**config.mk**
```make
export PLATFORM = sky130hd
export DESIGN_NAME = crsb_sideband
export DESIGN_NICKNAME = d
export VERILOG_FILES = /design/src/verilog/crsb_pkg.sv /design/src/verilog/crsb_irq_detect.sv /design/src/verilog/crsb_pulse_stretch.sv /design/src/verilog/crsb_sideband.sv
export SDC_FILE = /design/constraint.sdc
export NUM_CORES = 1
export LEC_CHECK = 0
export BUFFER_PORTS_ARGS = -buffer_cell sky130_fd_sc_hd__clkbuf_2
export CORE_MARGIN = 2
export CORE_UTILIZATION = 57
export DETAILED_ROUTE_END_ITERATION = 8
export PLACE_DENSITY = 0.8
export SKIP_LAST_GASP = 1
export SYNTH_ARGS = -nofsm -noshare
export SYNTH_HDL_FRONTEND = slang
export SYNTH_SLANG_ARGS = --single-unit
```
**constraint.sdc**
```tcl
create_clock -name clk_sys_in -period 2.92 [get_ports clk_sys_in]
set_input_delay 0.73 -clock clk_sys_in [delete_from_list [all_inputs] [get_ports clk_sys_in]]
set_output_delay 0.73 -clock clk_sys_in [all_outputs]
set_load 0.1 [all_outputs]
```
**src/verilog/crsb_pkg.sv**
```systemverilog
// Purpose: shared constants for the cpu reset and interrupt sideband block
// Assumes: 100 MHz clock, which is also the pci clock; 32-bit ahb-lite register bus
// Notes: byte address is four times the index

package crsb_pkg;

    // ----------------------------------------------------------------
    // register indexes
    // ----------------------------------------------------------------
    localparam int CRSB_IDX_W = 16;
    localparam logic [15:0] IDX_HOT_RESET = 16'h0092;
    localparam logic [15:0] IDX_SYS_CTRL = 16'h004e;
    localparam logic [15:0] IDX_TRIG_LO = 16'h04d0;
    localparam logic [15:0] IDX_TRIG_HI = 16'h04d1;
    localparam logic [15:0] IDX_CLK_DIV = 16'h0040;
    localparam logic [15:0] IDX_IRQ_PEND = 16'h0041;
    localparam logic [15:0] IDX_INT_STAT = 16'h0042;
    localparam logic [15:0] IDX_INT_MASK = 16'h0043;
    localparam logic [15:0] IDX_STATUS = 16'h0044;
    localparam logic [15:0] IDX_CPU_CTRL = 16'h0045;

    // ----------------------------------------------------------------
    // field positions and reset values
    // ----------------------------------------------------------------
    localparam int HOT_RESET_BIT = 0;
    localparam int KBD_RESET_BIT = 1;
    localparam int COPROC_EN_BIT = 4;
    localparam int RESET_DRIVE_BIT = 3;
    localparam int IGNORE_NUMERIC_ERROR_N_EN_BIT = 0;
    localparam logic [7:0] REG8_RESET = 8'h00;
    localparam logic [15:0] IRQ_FALL_MASK = 16'h2100;
    localparam int EV_INIT = 0;
    localparam int EV_CPU_HARD_RESET_N = 1;
    localparam int EV_SHUTDOWN = 2;
    localparam int EV_POWER_GOOD_IN = 3;
    localparam int EV_W = 4;
    localparam logic [2:0] DMA_ACK_IDLE = 3'h4;
    localparam logic [7:0] DMA_CHAN_MASK = 8'hef;

    // ----------------------------------------------------------------
    // timing
    // ----------------------------------------------------------------
    localparam int CLK_PERIOD_NS = 10;
    localparam int INIT_PULSE_CLKS = 4;
    localparam int HARD_RESET_TIME_NS = 1000000;
    localparam int HARD_RESET_CLKS = HARD_RESET_TIME_NS / CLK_PERIOD_NS;
    localparam int STRAP_SETTLE_CLKS = 3;

    typedef enum logic {ST_RESET = 1'b0, ST_ACTIVE = 1'b1} crsb_state_t;
    typedef enum logic [1:0]
    {
        GR_NONE = 2'b00,
        GR_PCI = 2'b01,
        GR_REFRESH = 2'b10,
        GR_DMA = 2'b11
    } crsb_grant_t;

endpackage

```
**src/verilog/crsb_irq_detect.sv**
```systemverilog
// Purpose: per-channel edge or level request detection
// Assumes: request inputs already synchronised to the clock
// Notes: channels in FALL_MASK use falling edge and active-low level

module crsb_irq_detect
#(
    parameter int N = 16,
    parameter logic [15:0] FALL_MASK = 16'h2100
)
(
    input wire logic clk_sys_in,
    input wire logic rst_b_in,
    input wire logic [N-1:0] req_in,
    input wire logic [N-1:0] level_mode_in,
    input wire logic [N-1:0] clear_in,
    output logic [N-1:0] pending_out
);
    initial
    begin
        if (N < 1 || N > 16)
        begin
            $error("N out of range");
        end
    end

    genvar i;
    generate
        for (i = 0; i < N; i++)
        begin : g_chan
            logic prev;
            logic latched;
            logic asserted;
            logic edge_seen;
            assign asserted = FALL_MASK[i] ? ~req_in[i] : req_in[i];
            assign edge_seen = FALL_MASK[i] ? (prev & ~req_in[i]) : (~prev & req_in[i]);
            always_ff @(posedge clk_sys_in or negedge rst_b_in)
            begin
                if (!rst_b_in)
                begin
                    prev <= FALL_MASK[i];
                    latched <= 1'b0;
                end
                else
                begin
                    prev <= req_in[i];
                    // a new edge wins over a clear in the same cycle
                    latched <= edge_seen | (latched & ~clear_in[i]);
                end
            end
            always_ff @(posedge clk_sys_in or negedge rst_b_in)
            begin
                if (!rst_b_in)
                begin
                    pending_out[i] <= 1'b0;
                end
                else
                begin
                    pending_out[i] <= level_mode_in[i] ? asserted : (edge_seen | latched);
                end
            end
        end
    endgenerate

endmodule // crsb_irq_detect

```
**src/verilog/crsb_pulse_stretch.sv**
```systemverilog
// Purpose: retriggerable fixed-length pulse
// Assumes: trigger is a one-cycle pulse on the same clock
// Notes: output rises the cycle after a trigger and lasts LEN cycles

module crsb_pulse_stretch
#(
    parameter int LEN = 4
)
(
    input wire logic clk_sys_in,
    input wire logic rst_b_in,
    input wire logic trig_in,
    output logic active_out
);
    localparam int CW = $clog2(LEN + 1);
    localparam logic [CW-1:0] LEN_C = CW'(LEN);

    logic [CW-1:0] count;

    initial
    begin
        if (LEN < 1)
        begin
            $error("LEN below 1");
        end
    end

    // a fresh trigger reloads, so the pulse runs full length
    always_ff @(posedge clk_sys_in or negedge rst_b_in)
    begin
        if (!rst_b_in)
        begin
            count <= '0;
            active_out <= 1'b0;
        end
        else if (trig_in)
        begin
            count <= LEN_C;
            active_out <= 1'b1;
        end
        else if (count == CW'(1))
        begin
            count <= '0;
            active_out <= 1'b0;
        end
        else if (count != '0)
        begin
            count <= count - CW'(1);
        end
    end

endmodule // crsb_pulse_stretch

```
**src/verilog/crsb_sideband.sv**
```systemverilog
// Purpose: cpu reset, initialise, interrupt and bus-arbitration sideband logic
// Assumes: clk_sys_in is the pci clock; power-good, strap, error and irq pins pass a two-flop synchroniser
// Notes: zero-wait ahb-lite slave
//
// Our own choices: the AHB-Lite slave port and the address map.

module crsb_sideband
    import crsb_pkg::*;
#(
    parameter int HARD_RESET_CYCLES = HARD_RESET_CLKS
)
(
    input wire logic clk_sys_in,
    input wire logic rst_b_in,
    input wire logic hsel_in,
    input wire logic [31:0] haddr_in,
    input wire logic [1:0] htrans_in,
    input wire logic hwrite_in,
    input wire logic [2:0] hsize_in,
    input wire logic [31:0] hwdata_in,
    input wire logic hready_in,
    output logic hreadyout_out,
    output logic hresp_out,
    output logic [31:0] hrdata_out,
    input wire logic power_good_in,
    input wire logic mode_strap_in,
    input wire logic cpu_shutdown_in,
    input wire logic coproc_error_in_n,
    input wire logic [15:0] irq_pin_in,
    input wire logic timer_zero_output_in,
    input wire logic pci_req_in,
    input wire logic refresh_req_in,
    input wire logic [7:0] dma_req_in,
    output logic cpu_init_out,
    output logic mode_shared_n_out,
    output logic legacy_bus_reset_out,
    output logic pci_reset_n_out,
    output logic cpu_intr_out,
    output logic [1:0] bus_grant_out,
    output logic [2:0] dma_ack_chan_out,
    output logic dma_wide_out,
    output logic event_irq_out
);
    initial
    begin
        if (HARD_RESET_CYCLES < 1)
        begin
            $error("HARD_RESET_CYCLES below 1");
        end
    end

    function automatic logic hit(input logic [15:0] idx, input logic [15:0] want);
        hit = (idx == want);
    endfunction

    // ----------------------------------------------------------------
    // pin synchronisers
    // ----------------------------------------------------------------
    logic [18:0] sync_a;
    logic [18:0] sync_b;
    always_ff @(posedge clk_sys_in or negedge rst_b_in)
    begin
        if (!rst_b_in)
        begin
            sync_a <= 19'h10100;
            sync_b <= 19'h10100;
        end
        else
        begin
            sync_a <= {power_good_in, mode_strap_in, coproc_error_in_n, irq_pin_in};
            sync_b <= sync_a;
        end
    end

    logic power_good_in_s;
    logic strap_s;
    logic coproc_err_s_n;
    logic [15:0] irq_s;
    assign {power_good_in_s, strap_s, coproc_err_s_n, irq_s} = sync_b;

    // ----------------------------------------------------------------
    // operating state and strap latch
    // ----------------------------------------------------------------
    crsb_state_t state;
    logic [1:0] settle;
    logic alt_mode;
    always_ff @(posedge clk_sys_in or negedge rst_b_in)
    begin
        if (!rst_b_in)
        begin
            state <= ST_RESET;
            settle <= '0;
            alt_mode <= 1'b0;
        end
        else
        begin
            unique case (state)
                ST_RESET:
                begin
                    // let the synchroniser carry the strap first
                    settle <= settle + 2'h1;
                    if (settle == 2'(STRAP_SETTLE_CLKS - 1))
                    begin
                        alt_mode <= strap_s;
                        state <= ST_ACTIVE;
                    end
                end
                ST_ACTIVE:
                begin
                    state <= ST_ACTIVE;
                end
            endcase
        end
    end

    logic active;
    assign active = (state == ST_ACTIVE);

    // ----------------------------------------------------------------
    // ahb-lite slave
    // ----------------------------------------------------------------
    logic take;
    logic wr_q;
    logic rd_q;
    logic [15:0] idx_q;
    logic [15:0] idx_a;
    assign take = hsel_in & htrans_in[1] & hready_in;
    assign idx_a = haddr_in[17:2];
    assign hreadyout_out = 1'b1;
    assign hresp_out = 1'b0;

    always_ff @(posedge clk_sys_in or negedge rst_b_in)
    begin
        if (!rst_b_in)
        begin
            wr_q <= 1'b0;
            rd_q <= 1'b0;
            idx_q <= '0;
        end
        else
        begin
            wr_q <= take & hwrite_in & active;
            rd_q <= take & ~hwrite_in;
            if (take)
            begin
                idx_q <= idx_a;
            end
        end
    end

    logic [7:0] hot_reset_reg;
    logic [7:0] sys_ctrl;
    logic [7:0] trig_lo;
    logic [7:0] trig_hi;
    logic [7:0] clk_div;
    logic [7:0] cpu_ctrl;
    logic [EV_W-1:0] int_stat;
    logic [EV_W-1:0] int_mask;
    logic [15:0] irq_pend;
    logic [7:0] wbyte;
    assign wbyte = hwdata_in[7:0];

    logic hot_set;
    logic kbd_set;
    logic drive_set;
    assign hot_set = wr_q & hit(idx_q, IDX_HOT_RESET) & wbyte[HOT_RESET_BIT]
        & ~hot_reset_reg[HOT_RESET_BIT];
    assign kbd_set = wr_q & hit(idx_q, IDX_SYS_CTRL) & wbyte[KBD_RESET_BIT]
        & ~sys_ctrl[KBD_RESET_BIT];
    assign drive_set = wr_q & hit(idx_q, IDX_CLK_DIV) & wbyte[RESET_DRIVE_BIT]
        & ~clk_div[RESET_DRIVE_BIT];

    always_ff @(posedge clk_sys_in or negedge rst_b_in)
    begin
        if (!rst_b_in)
        begin
            hot_reset_reg <= REG8_RESET;
            sys_ctrl <= REG8_RESET;
            trig_lo <= REG8_RESET;
            trig_hi <= REG8_RESET;
            clk_div <= REG8_RESET;
            cpu_ctrl <= REG8_RESET;
            int_mask <= '0;
        end
        else if (wr_q)
        begin
            if (hit(idx_q, IDX_HOT_RESET))
                hot_reset_reg <= wbyte;
            if (hit(idx_q, IDX_SYS_CTRL))
                sys_ctrl <= wbyte;
            if (hit(idx_q, IDX_TRIG_LO))
                trig_lo <= wbyte;
            if (hit(idx_q, IDX_TRIG_HI))
                trig_hi <= wbyte;
            if (hit(idx_q, IDX_CLK_DIV))
                clk_div <= wbyte;
            if (hit(idx_q, IDX_CPU_CTRL))
                cpu_ctrl <= wbyte;
            if (hit(idx_q, IDX_INT_MASK))
                int_mask <= hwdata_in[EV_W-1:0];
        end
    end

    // ----------------------------------------------------------------
    // reset and initialise pulses
    // ----------------------------------------------------------------
    logic power_good_in_prev;
    logic power_good_in_rise;
    always_ff @(posedge clk_sys_in or negedge rst_b_in)
    begin
        if (!rst_b_in)
            power_good_in_prev <= 1'b0;
        else
            power_good_in_prev <= power_good_in_s;
    end
    assign power_good_in_rise = power_good_in_s & ~power_good_in_prev & active;

    logic cpu_event;
    logic init_trig;
    logic cpu_hard_reset_n_trig;
    logic bus_reset_trig;
    logic init_active;
    logic cpu_hard_reset_n_active;
    logic bus_reset_active;
    assign cpu_event = hot_set | kbd_set | (cpu_shutdown_in & active);
    assign init_trig = ~alt_mode & cpu_event;
    assign cpu_hard_reset_n_trig = alt_mode & (cpu_event | power_good_in_rise);
    assign bus_reset_trig = alt_mode & (power_good_in_rise | hot_set | drive_set);

    crsb_pulse_stretch #(.LEN(INIT_PULSE_CLKS)) u_init_pulse
    (
        .clk_sys_in(clk_sys_in),
        .rst_b_in(rst_b_in),
        .trig_in(init_trig),
        .active_out(init_active)
    );

    crsb_pulse_stretch #(.LEN(HARD_RESET_CYCLES)) u_cpu_hard_reset_n_pulse
    (
        .clk_sys_in(clk_sys_in),
        .rst_b_in(rst_b_in),
        .trig_in(cpu_hard_reset_n_trig),
        .active_out(cpu_hard_reset_n_active)
    );

    crsb_pulse_stretch #(.LEN(HARD_RESET_CYCLES)) u_bus_reset_pulse
    (
        .clk_sys_in(clk_sys_in),
        .rst_b_in(rst_b_in),
        .trig_in(bus_reset_trig),
        .active_out(bus_reset_active)
    );

    logic cpu_hard_reset_n;
    logic ignore_numeric_error_n;
    logic coproc_mode;
    assign coproc_mode = sys_ctrl[COPROC_EN_BIT];
    // ignore-error only when software allows it
    assign ignore_numeric_error_n = ~(coproc_mode & ~coproc_err_s_n & cpu_ctrl[IGNORE_NUMERIC_ERROR_N_EN_BIT]);
    assign cpu_hard_reset_n = ~cpu_hard_reset_n_active;
    assign cpu_init_out = init_active;
    assign mode_shared_n_out = alt_mode ? cpu_hard_reset_n : ignore_numeric_error_n;
    assign legacy_bus_reset_out = alt_mode & bus_reset_active;
    assign pci_reset_n_out = ~legacy_bus_reset_out;

    // ----------------------------------------------------------------
    // cascaded interrupt controllers
    // ----------------------------------------------------------------
    logic [15:0] irq_req;
    logic [15:0] irq_clear;
    logic irq_line_thirteen;
    // pin feeds channel 13 in both modes; ignore-error is not mixed in
    assign irq_line_thirteen = coproc_err_s_n;
    assign irq_req = {irq_s[15:14], irq_line_thirteen, irq_s[12:3], 1'b0, irq_s[1],
        timer_zero_output_in};
    assign irq_clear = (wr_q & hit(idx_q, IDX_IRQ_PEND)) ? hwdata_in[15:0] : 16'h0000;

    crsb_irq_detect #(.N(16), .FALL_MASK(IRQ_FALL_MASK)) u_irq_detect
    (
        .clk_sys_in(clk_sys_in),
        .rst_b_in(rst_b_in),
        .req_in(irq_req),
        .level_mode_in({trig_hi, trig_lo}),
        .clear_in(irq_clear),
        .pending_out(irq_pend)
    );

    logic slave_any;
    logic [7:0] master_in;
    assign slave_any = |irq_pend[15:8];
    assign master_in = {irq_pend[7:3], slave_any, irq_pend[1:0]};
    assign cpu_intr_out = |master_in;

    // ----------------------------------------------------------------
    // bus arbiter and dma channel select
    // ----------------------------------------------------------------
    crsb_grant_t grant;
    logic [2:0] dma_chan;
    logic [7:0] dma_live;
    logic [2:0] dma_pick;
    assign dma_live = dma_req_in & DMA_CHAN_MASK;

    always_comb
    begin
        dma_pick = 3'h0;
        for (int c = 7; c >= 0; c--)
        begin
            if (dma_live[c])
                dma_pick = 3'(c);
        end
    end

    // one owner at a time; one idle cycle between owners
    always_ff @(posedge clk_sys_in or negedge rst_b_in)
    begin
        if (!rst_b_in)
        begin
            grant <= GR_NONE;
            dma_chan <= DMA_ACK_IDLE;
        end
        else
        begin
            unique case (grant)
                GR_NONE:
                begin
                    if (refresh_req_in)
                        grant <= GR_REFRESH;
                    else if (|dma_live)
                    begin
                        grant <= GR_DMA;
                        dma_chan <= dma_pick;
                    end
                    else if (pci_req_in)
                        grant <= GR_PCI;
                end
                GR_PCI:
                    if (!pci_req_in)
                        grant <= GR_NONE;
                GR_REFRESH:
                    if (!refresh_req_in)
                        grant <= GR_NONE;
                GR_DMA:
                    if (!dma_live[dma_chan])
                    begin
                        grant <= GR_NONE;
                        dma_chan <= DMA_ACK_IDLE;
                    end
            endcase
        end
    end
    assign bus_grant_out = grant;
    assign dma_ack_chan_out = dma_chan;
    assign dma_wide_out = (grant == GR_DMA) & dma_chan[2];

    // ----------------------------------------------------------------
    // event status, mask and read path
    // ----------------------------------------------------------------
    logic [EV_W-1:0] ev;
    logic [EV_W-1:0] stat_clr;
    assign ev = {power_good_in_rise, cpu_shutdown_in & active, cpu_hard_reset_n_trig, init_trig};
    // clear only bits the reader saw, so a later event survives
    assign stat_clr = (rd_q & hit(idx_q, IDX_INT_STAT)) ? hrdata_out[EV_W-1:0] : '0;

    always_ff @(posedge clk_sys_in or negedge rst_b_in)
    begin
        if (!rst_b_in)
            int_stat <= '0;
        else
            int_stat <= ev | (int_stat & ~stat_clr);
    end
    assign event_irq_out = |(int_stat & int_mask);

    logic [31:0] rd_mux;
    always_comb
    begin
        rd_mux = 32'h0000_0000;
        unique case (1'b1)
            hit(idx_a, IDX_HOT_RESET): rd_mux[7:0] = hot_reset_reg;
            hit(idx_a, IDX_SYS_CTRL): rd_mux[7:0] = sys_ctrl;
            hit(idx_a, IDX_TRIG_LO): rd_mux[7:0] = trig_lo;
            hit(idx_a, IDX_TRIG_HI): rd_mux[7:0] = trig_hi;
            hit(idx_a, IDX_CLK_DIV): rd_mux[7:0] = clk_div;
            hit(idx_a, IDX_CPU_CTRL): rd_mux[7:0] = cpu_ctrl;
            hit(idx_a, IDX_IRQ_PEND): rd_mux[15:0] = irq_pend;
            hit(idx_a, IDX_INT_STAT): rd_mux[EV_W-1:0] = int_stat;
            hit(idx_a, IDX_INT_MASK): rd_mux[EV_W-1:0] = int_mask;
            hit(idx_a, IDX_STATUS): rd_mux[15:0] = {dma_chan, grant, ~coproc_err_s_n,
                bus_reset_active, cpu_hard_reset_n_active, init_active, cpu_intr_out, 4'h0, alt_mode,
                active};
            default: rd_mux = 32'h0000_0000;
        endcase
    end

    always_ff @(posedge clk_sys_in or negedge rst_b_in)
    begin
        if (!rst_b_in)
            hrdata_out <= 32'h0000_0000;
        else if (take & ~hwrite_in)
            hrdata_out <= rd_mux;
    end

endmodule // crsb_sideband
```
==> parameters.txt, run 1 <==
Parameter                              Value

STA
  Actual transition at the worst max-transition pin ... ~0.77 ns
  Final-report max-slew violation count ... 0
  Final-report setup violation count ... 0
  Max Clock Skew ... between 0.009 and 0.01 ns
  Setup repair after global routing missed its margin ... false
  Worst relative slew slack ... 0.4772
  Part of the cycle the worst path needs ... 0.9080
  Maximum clock rate ... 377.2 MHz
  Setup TNS after final layout ... 0 ns
  Final-report hold violation count ... 0
  Tmin final ... approximately 2.7 ns
  Hold Slack ... ~0.21 ns

Cells and area
  Fraction of final layout cells sized beyond drive strength 1 ... 0.2667
  Most common cell after layout, fill and taps aside ... dfrtp_1
  # fillers ... ~1.2k
  Core utilization of the finished layout ... 0.6816
  Highest-count cells in the layout ignoring fill and taps ... dfrtp_1, clkbuf_2, mux2_2
  Post-route standard cell area excluding fillers ... approximately 11,000 sq um
  Area overhead of the layout relative to synthesis ... 16.50%
  Antenna cell count ... 0
  Final Net Count ... between 1k and 1.5k
  Registers with the highest flip-flop counts ... u_bus_reset_pulse.count x17, u_cpu_hard_reset_n_pulse.count x17
  Final instance count without filler cells ... 1,180

Synthesis
  Cell variety after synth ... 76
  Count of flip-flops with a built-in enable after synthesis ... 0
  Cell area after synthesis ... approximately 9700 sq um
  Ys flop type ... dfrtp_1
  Sequential area share after synthesis ... 0.5637
  Number of synthesized register bits ... between 200 and 250
  Syn Inst Count ... between 800 and 900
  Async set-or-reset flop fraction in the synthesized netlist ... 1.000
  Average footprint of a synthesized cell ... approximately 12 sq um
  Total number of yosys warnings ... 0

Clock tree
  TritonCTS clock tree ... built
  Number of H-tree levels ... 1
  Clock latency on the worst-skew pair ... 0.52 ns
  Clock buffers created by TritonCTS ... 24
  Clock input transition at the sequential cells of the worst setup and hold paths ... 0.06 ns
  Maximum clock path buffer count ... 3
  Post CTS Setup Buffer Count ... 0
  CTS hold repair buffers ... 0
  Number of sinks on the clock net ... 219
  Number of cells upsized or downsized after cts ... 0
  Clock root buffer ... clkbuf_16

Worst hold path
  Hold WC Path Type ... input pin to async pin

Global route
  Number of global-route vias before repair ... roughly 7k
  Antenna violations before repair ... 0
  Global-route wire length before repair ... between 30,000 and 40,000 um
  Overall Global Routing Usage ... 0.2490
  GRT Residual Overflow ... 0
  Largest net degree at the start of global routing ... 84

Placement
  Number of port buffers ... 92
  Placed Cells ... around 1.1k
  Placement-stage cell area ... 10,500 sq um
  Routability Congestion ... a little under 0.9
  Estimated wirelength of the detail-placed design ... 15,490 um

Pwr
  IR drop worst, VDD ... around 0.00052 V
  P_int ... a little under 6 mW
  Share of power burned in registers ... 0.434
  Portion of total power attributed to the clock network ... 0.383
  Part of the total power dissipated in combinational logic ... 0.183
  Power density cells ... 734.0 nW/um^2
  Static leakage ... roughly 5.2 nW
  Reported net switching power ... ~2.6 mW
  Switching power as a share of total power ... 0.3079

Run status
  Outcome ... complete, no violations

Setup path
  Type of element capturing the critical path ... primary output
  Data required time at the worst endpoint ... 2.19 ns
  Worst Path Class, Setup ... flop to primary output
  Worst setup SP type ... flop
  Top fanout value on the critical path ... 2
  Data arrival at the endpoint of the critical path ... between 1.5 and 2 ns
  Depth of the most critical reg-to-reg path ... 5

Floorplanning
  Core region area ... ~17,000 sq um
  I/O pin count ... approximately 150
  Initial Util ... 0.5851
  Die Span X ... approximately 130 um
  Die Height ... roughly 130 um
  DIE AREA ... 18,140 sq um
  Number of placement rows ... 47

Flow run
  Maximum capacitance violations ... 0

Routing
  Wirelength, routed ... roughly 22,000 um
  Number of vias per cell ... 5.846
  Post-route DRC ... 0
  Remaining antenna violation count ... 0
  Number of detailed-routing iterations run before antenna repair ... 5
  Drt first-iter violations ... just under 400
  Average wire per standard cell ... 18.67 um
  Count of vias placed by the detailed router ... between 6k and 7k
power by group through the flow:
stage / registers [mW] / clock network (mW) / logic [mW]
CTS: 3.61 / 3.22 / 1.53
global placement: 3.65 / 0 / 1.49
detailed placement: 3.66 / 0 / 1.53
floorplan: 3.97 / 0 / 0.819
global route: 3.66 / 3.35 / 1.66
finish: 3.61 / 3.19 / 1.52
area by class of cell:
cell class / count / area, sq um / share of cell area
timing repair buffer: 114 / 660.6 / 0.05824
tap: 220 / 275.3 / 0.02427
clock inverter: 9 / 158.9 / 0.01401
clock buffer: 34 / 688.2 / 0.06067
multi-input combinational: 538 / 3899 / 0.3437
inverter: 46 / 172.7 / 0.01522
sequential: 219 / 5489 / 0.4839
synth_stat cells, drive strengths merged (3+ instances only):
master   number  area share
nand4b        3      0.0027
nor3b         6      0.0063
a22oi         9      0.0069
and2          4      0.0026
nor4b         4      0.0036
dfrtp       212        0.54
o31ai         5      0.0039
nor3         28       0.016
or4          10      0.0093
inv          46       0.018
a221oi        6      0.0054
ha           10       0.013
xnor2        11      0.0099
a221o         3      0.0031
dfstp         7       0.019
nand3        11      0.0057
mux2         73       0.084
mux4          3      0.0069
nand2b        8      0.0051
a21oi        10      0.0051
clkbuf       14      0.0054
a211o         4      0.0036
nand4         7      0.0045
mux2i        15       0.015
nand3b        7      0.0054
or3           4      0.0026
buf          25       0.019
a2111oi       3      0.0027
xor2         16       0.014
a22o         22       0.020
o21ai        56       0.029
a32oi         3      0.0027
o22ai         7      0.0045
nor4         21       0.018
a21o          7      0.0054
nor2         53       0.021
nor2b         4      0.0026
nand2        53       0.020
o211ai        4      0.0045
worst max-delay path, stage by stage, from the launching register on:
cell      delay (ns)
dfrtp_1         0.42
nor4_1          0.34
nand4_1         0.22
clkbuf_2        0.42
metal layers:
metal	vias up	wire, um	track usage
met5	-	0	0
met4	0	732	0.09649
li1	3188	-	-
met1	3431	9558	0.3428
met2	223	10470	0.4007
met3	56	1274	0.04092
path summary, 6_finish.rpt:
kind,start,endpoint,slack (ns)
max in group asynchronous,rst_b_in,u_irq_detect.g_chan[11].latched$_DFF_PN0_,1.93
max,u_irq_detect.pending_out[15]$_DFF_PN0_,cpu_intr_out,0.27
min,rst_b_in,u_cpu_hard_reset_n_pulse.count[1]$_DFFE_PN0P_,0.21
min reg2reg,sync_a[10]$_DFF_PN0_,sync_b[10]$_DFF_PN0_,0.35
min in group clk_sys_in,irq_pin_in[8],sync_a[8]$_DFF_PN1_,0.29
max reg2reg,idx_q[5]$_DFFE_PN0P_,u_cpu_hard_reset_n_pulse.count[6]$_DFFE_PN0P_,0.30
cells by family after synthesis:
group	after synthesis	synth area share
compound gates	156	0.1124
xor+xnor	27	0.02429
fa+ha+maj	10	0.01285
buf+inv	85	0.04202
flops	219	0.5637
mux	91	0.1068
other cells	2	0.0007713
simple gates	236	0.1371
per-stage QoR:
stage                     total power, mW  setup slack [ns]
after floorplan                     4.788          0.003440
after global placement              5.134            0.1792
after detailed placement            5.187            0.1284
after CTS                           8.366            0.2805
after global routing                8.673            0.1314
final                               8.326            0.2687
No activity file was read; power rests on OpenSTA's default activity.
==> run 2, diff against run 1 <==
Settings changed: CORE_ASPECT_RATIO set to 1.1, RECOVER_POWER set to 100, SLEW_MARGIN set to 5.
==> run 2 against run 1 <==
Compared with the run above:
- the run now ends with capacitance limit, slew limit left
- sequential share of layout area is 0.88 points higher
- design area is 1.8% lower
- setup slack worse by 0.21 ns
- via count is 0.75% higher
- die area hardly changed
- register-to-register slack better by 0.05 ns
- wire length is 0.57% lower
- clock skew is 0.0075 ns higher
- fmax is 7.3% lower
- utilization is 2.2 points lower
- hold slack better by 0.085 ns
- critical path type unchanged
- critical endpoint unchanged
- largest cell class unchanged
- largest power group unchanged
==> parameters.txt, run 2 (synthesized netlist as in run 1, its figures left out) <==
Parameter                              Value

Run status
  Outcome ... complete, but fails checks
  Violated checks ... capacitance limit, slew limit

Cells and area
  Post-route standard cell area excluding fillers ... 11,140 sq um
  Registers with the highest flip-flop counts ... u_bus_reset_pulse.count x17, u_cpu_hard_reset_n_pulse.count x17
  Antenna cell count ... 0
  Most common cell after layout, fill and taps aside ... dfrtp_1
  Fraction of final layout cells sized beyond drive strength 1 ... 0.2220
  Highest-count cells in the layout ignoring fill and taps ... dfrtp_1, clkbuf_2, mux2_2
  Final Net Count ... around 1.1k
  Core utilization of the finished layout ... 0.6596
  Multi-input combinational cell area ... slightly below 4000 sq um
  Area overhead of the layout relative to synthesis ... 14.43%
  # fillers ... 1,289
  Area used by sequential logic in the layout ... about 5500 sq um
  Final instance count without filler cells ... 1,163

STA
  Setup repair after global routing missed its margin ... false
  Hold Slack ... 0.2910 ns
  Tmin final ... 2.860 ns
  Max Clock Skew ... 0.01712 ns
  Final-report max-slew violation count ... 71
  Final-report setup violation count ... 0
  Worst relative slew slack ... -0.2203
  Part of the cycle the worst path needs ... 0.9794
  Final-report hold violation count ... 0
  Actual transition at the worst max-transition pin ... 1.831 ns
  Maximum clock rate ... approximately 350 MHz
  Setup TNS after final layout ... 0 ns

Placement
  Number of port buffers ... just over 90
  Routability Congestion ... about 0.9
  Estimated wirelength of the detail-placed design ... approximately 15,000 um
  Placed Cells ... around 1.1k
  Placement-stage cell area ... between 10,000 and 15,000 sq um

Routing
  Post-route DRC ... 0
  Wirelength, routed ... about 22,000 um
  Count of vias placed by the detailed router ... roughly 7.0k
  Average wire per standard cell ... between 15 and 20 um
  Number of vias per cell ... 5.976
  Drt first-iter violations ... about 410
  Number of detailed-routing iterations run before antenna repair ... 5
  Remaining antenna violation count ... 0

Setup path
  Worst setup SP type ... flop
  Data required time at the worst endpoint ... between 2 and 2.5 ns
  Top fanout value on the critical path ... 2
  Worst Path Class, Setup ... flop to primary output
  Type of element capturing the critical path ... primary output
  Maximum cell stage delay along the critical path ... approximately 0.53 ns
  Series of cell instances along the critical path ... nor4_1 -> nand4_1 -> clkbuf_2
  Cell with the largest stage delay on the worst path ... nor4_1
  Data arrival at the endpoint of the critical path ... around 2.1 ns

Pwr
  Power density cells ... approximately 730 nW/um^2
  Static leakage ... 5.033 nW
  IR drop worst, VDD ... about 0.00045 V

Clock tree
  Maximum clock path buffer count ... 3
  Clock latency on the worst-skew pair ... slightly above 0.5 ns
  Number of cells upsized or downsized after cts ... 0
  Clock root buffer ... clkbuf_16
  Number of H-tree levels ... 1
  Number of sinks on the clock net ... about 220
  Post CTS Setup Buffer Count ... 0
  TritonCTS clock tree ... built
  Clock buffers created by TritonCTS ... 23
  Clock input transition at the sequential cells of the worst setup and hold paths ... 0.06 ns
  CTS hold repair buffers ... 0

Floorplanning
  Die Height ... 141.1 um
  Number of placement rows ... 50
  Die Span X ... 128.6 um
  Core region area ... about 17,000 sq um
  Initial Util ... 0.5764
  I/O pin count ... between 150 and 200
  DIE AREA ... about 18,000 sq um

Global route
  GRT Residual Overflow ... 0
  Overall Global Routing Usage ... 0.2435
  Global-route wire length before repair ... about 35,000 um
  Antenna violations before repair ... 0
  Number of global-route vias before repair ... just under 7k
  Largest net degree at the start of global routing ... 73

Flow run
  Maximum capacitance violations ... 1

Worst hold path
  Hold WC Path Type ... input pin to flop
==> run 2: path summary, 6_finish.rpt <==
check	from	to	slack, ns	depth (start not counted)
max in group asynchronous	rst_b_in	sync_a[8]$_DFF_PN1_	0.78	2
max	u_irq_detect.pending_out[9]$_DFF_PN0_	cpu_intr_out	0.06	3
min	coproc_error_in_n	sync_a[16]$_DFF_PN1_	0.29	1
min in group asynchronous	rst_b_in	u_cpu_hard_reset_n_pulse.count[2]$_DFFE_PN0P_	0.73	1
min reg2reg	sync_a[12]$_DFF_PN0_	sync_b[12]$_DFF_PN0_	0.35	0
max reg2reg	idx_q[3]$_DFFE_PN0P_	trig_hi[4]$_DFFE_PN0P_	0.35	5
==> run 2: power breakdown <==
group	internal (mW)	switching [mW]	total (mW)
sequential	3.31	0.294	3.61
clock	1.84	1.19	3.03
combinational	0.435	1.06	1.50
==> run 2: final cells by class <==
| cell class | instances | share of cell area |
|---|---|---|
| sequential | 219 | 0.4926 |
| multi-input combinational | 538 | 0.3472 |
| clock buffer | 29 | 0.05458 |
| timing repair buffer | 111 | 0.05110 |
| tap | 208 | 0.02336 |
| clock inverter | 12 | 0.01561 |
| inverter | 46 | 0.01550 |
==> run 2: through the flow <==
step | power (mW) | worst slack (ns)
floorplan | 4.788 | 0.003440
global placement | 5.134 | 0.1860
detailed placement | 5.178 | 0.1780
CTS | 8.198 | 0.09015
global route | 8.464 | 0.05727
finish | 8.131 | 0.06005
==> run 2: per-layer routing <==
metal  routed length (um)  GRT usage  up-vias
met5                    0          0        -
met4                  650    0.07666        0
met3                 1434    0.03833       51
met2                10580     0.3998      261
met1                 9237     0.3366     3455
li1                     -          -     3183
==> run 2: critical path: cells and delay by family (launching register included) <==
kind / cells / cell delay, ns
DFF: 1 / 0.43
buffers and inverters: 1 / 0.43
and+or+nand+nor: 2 / 0.77
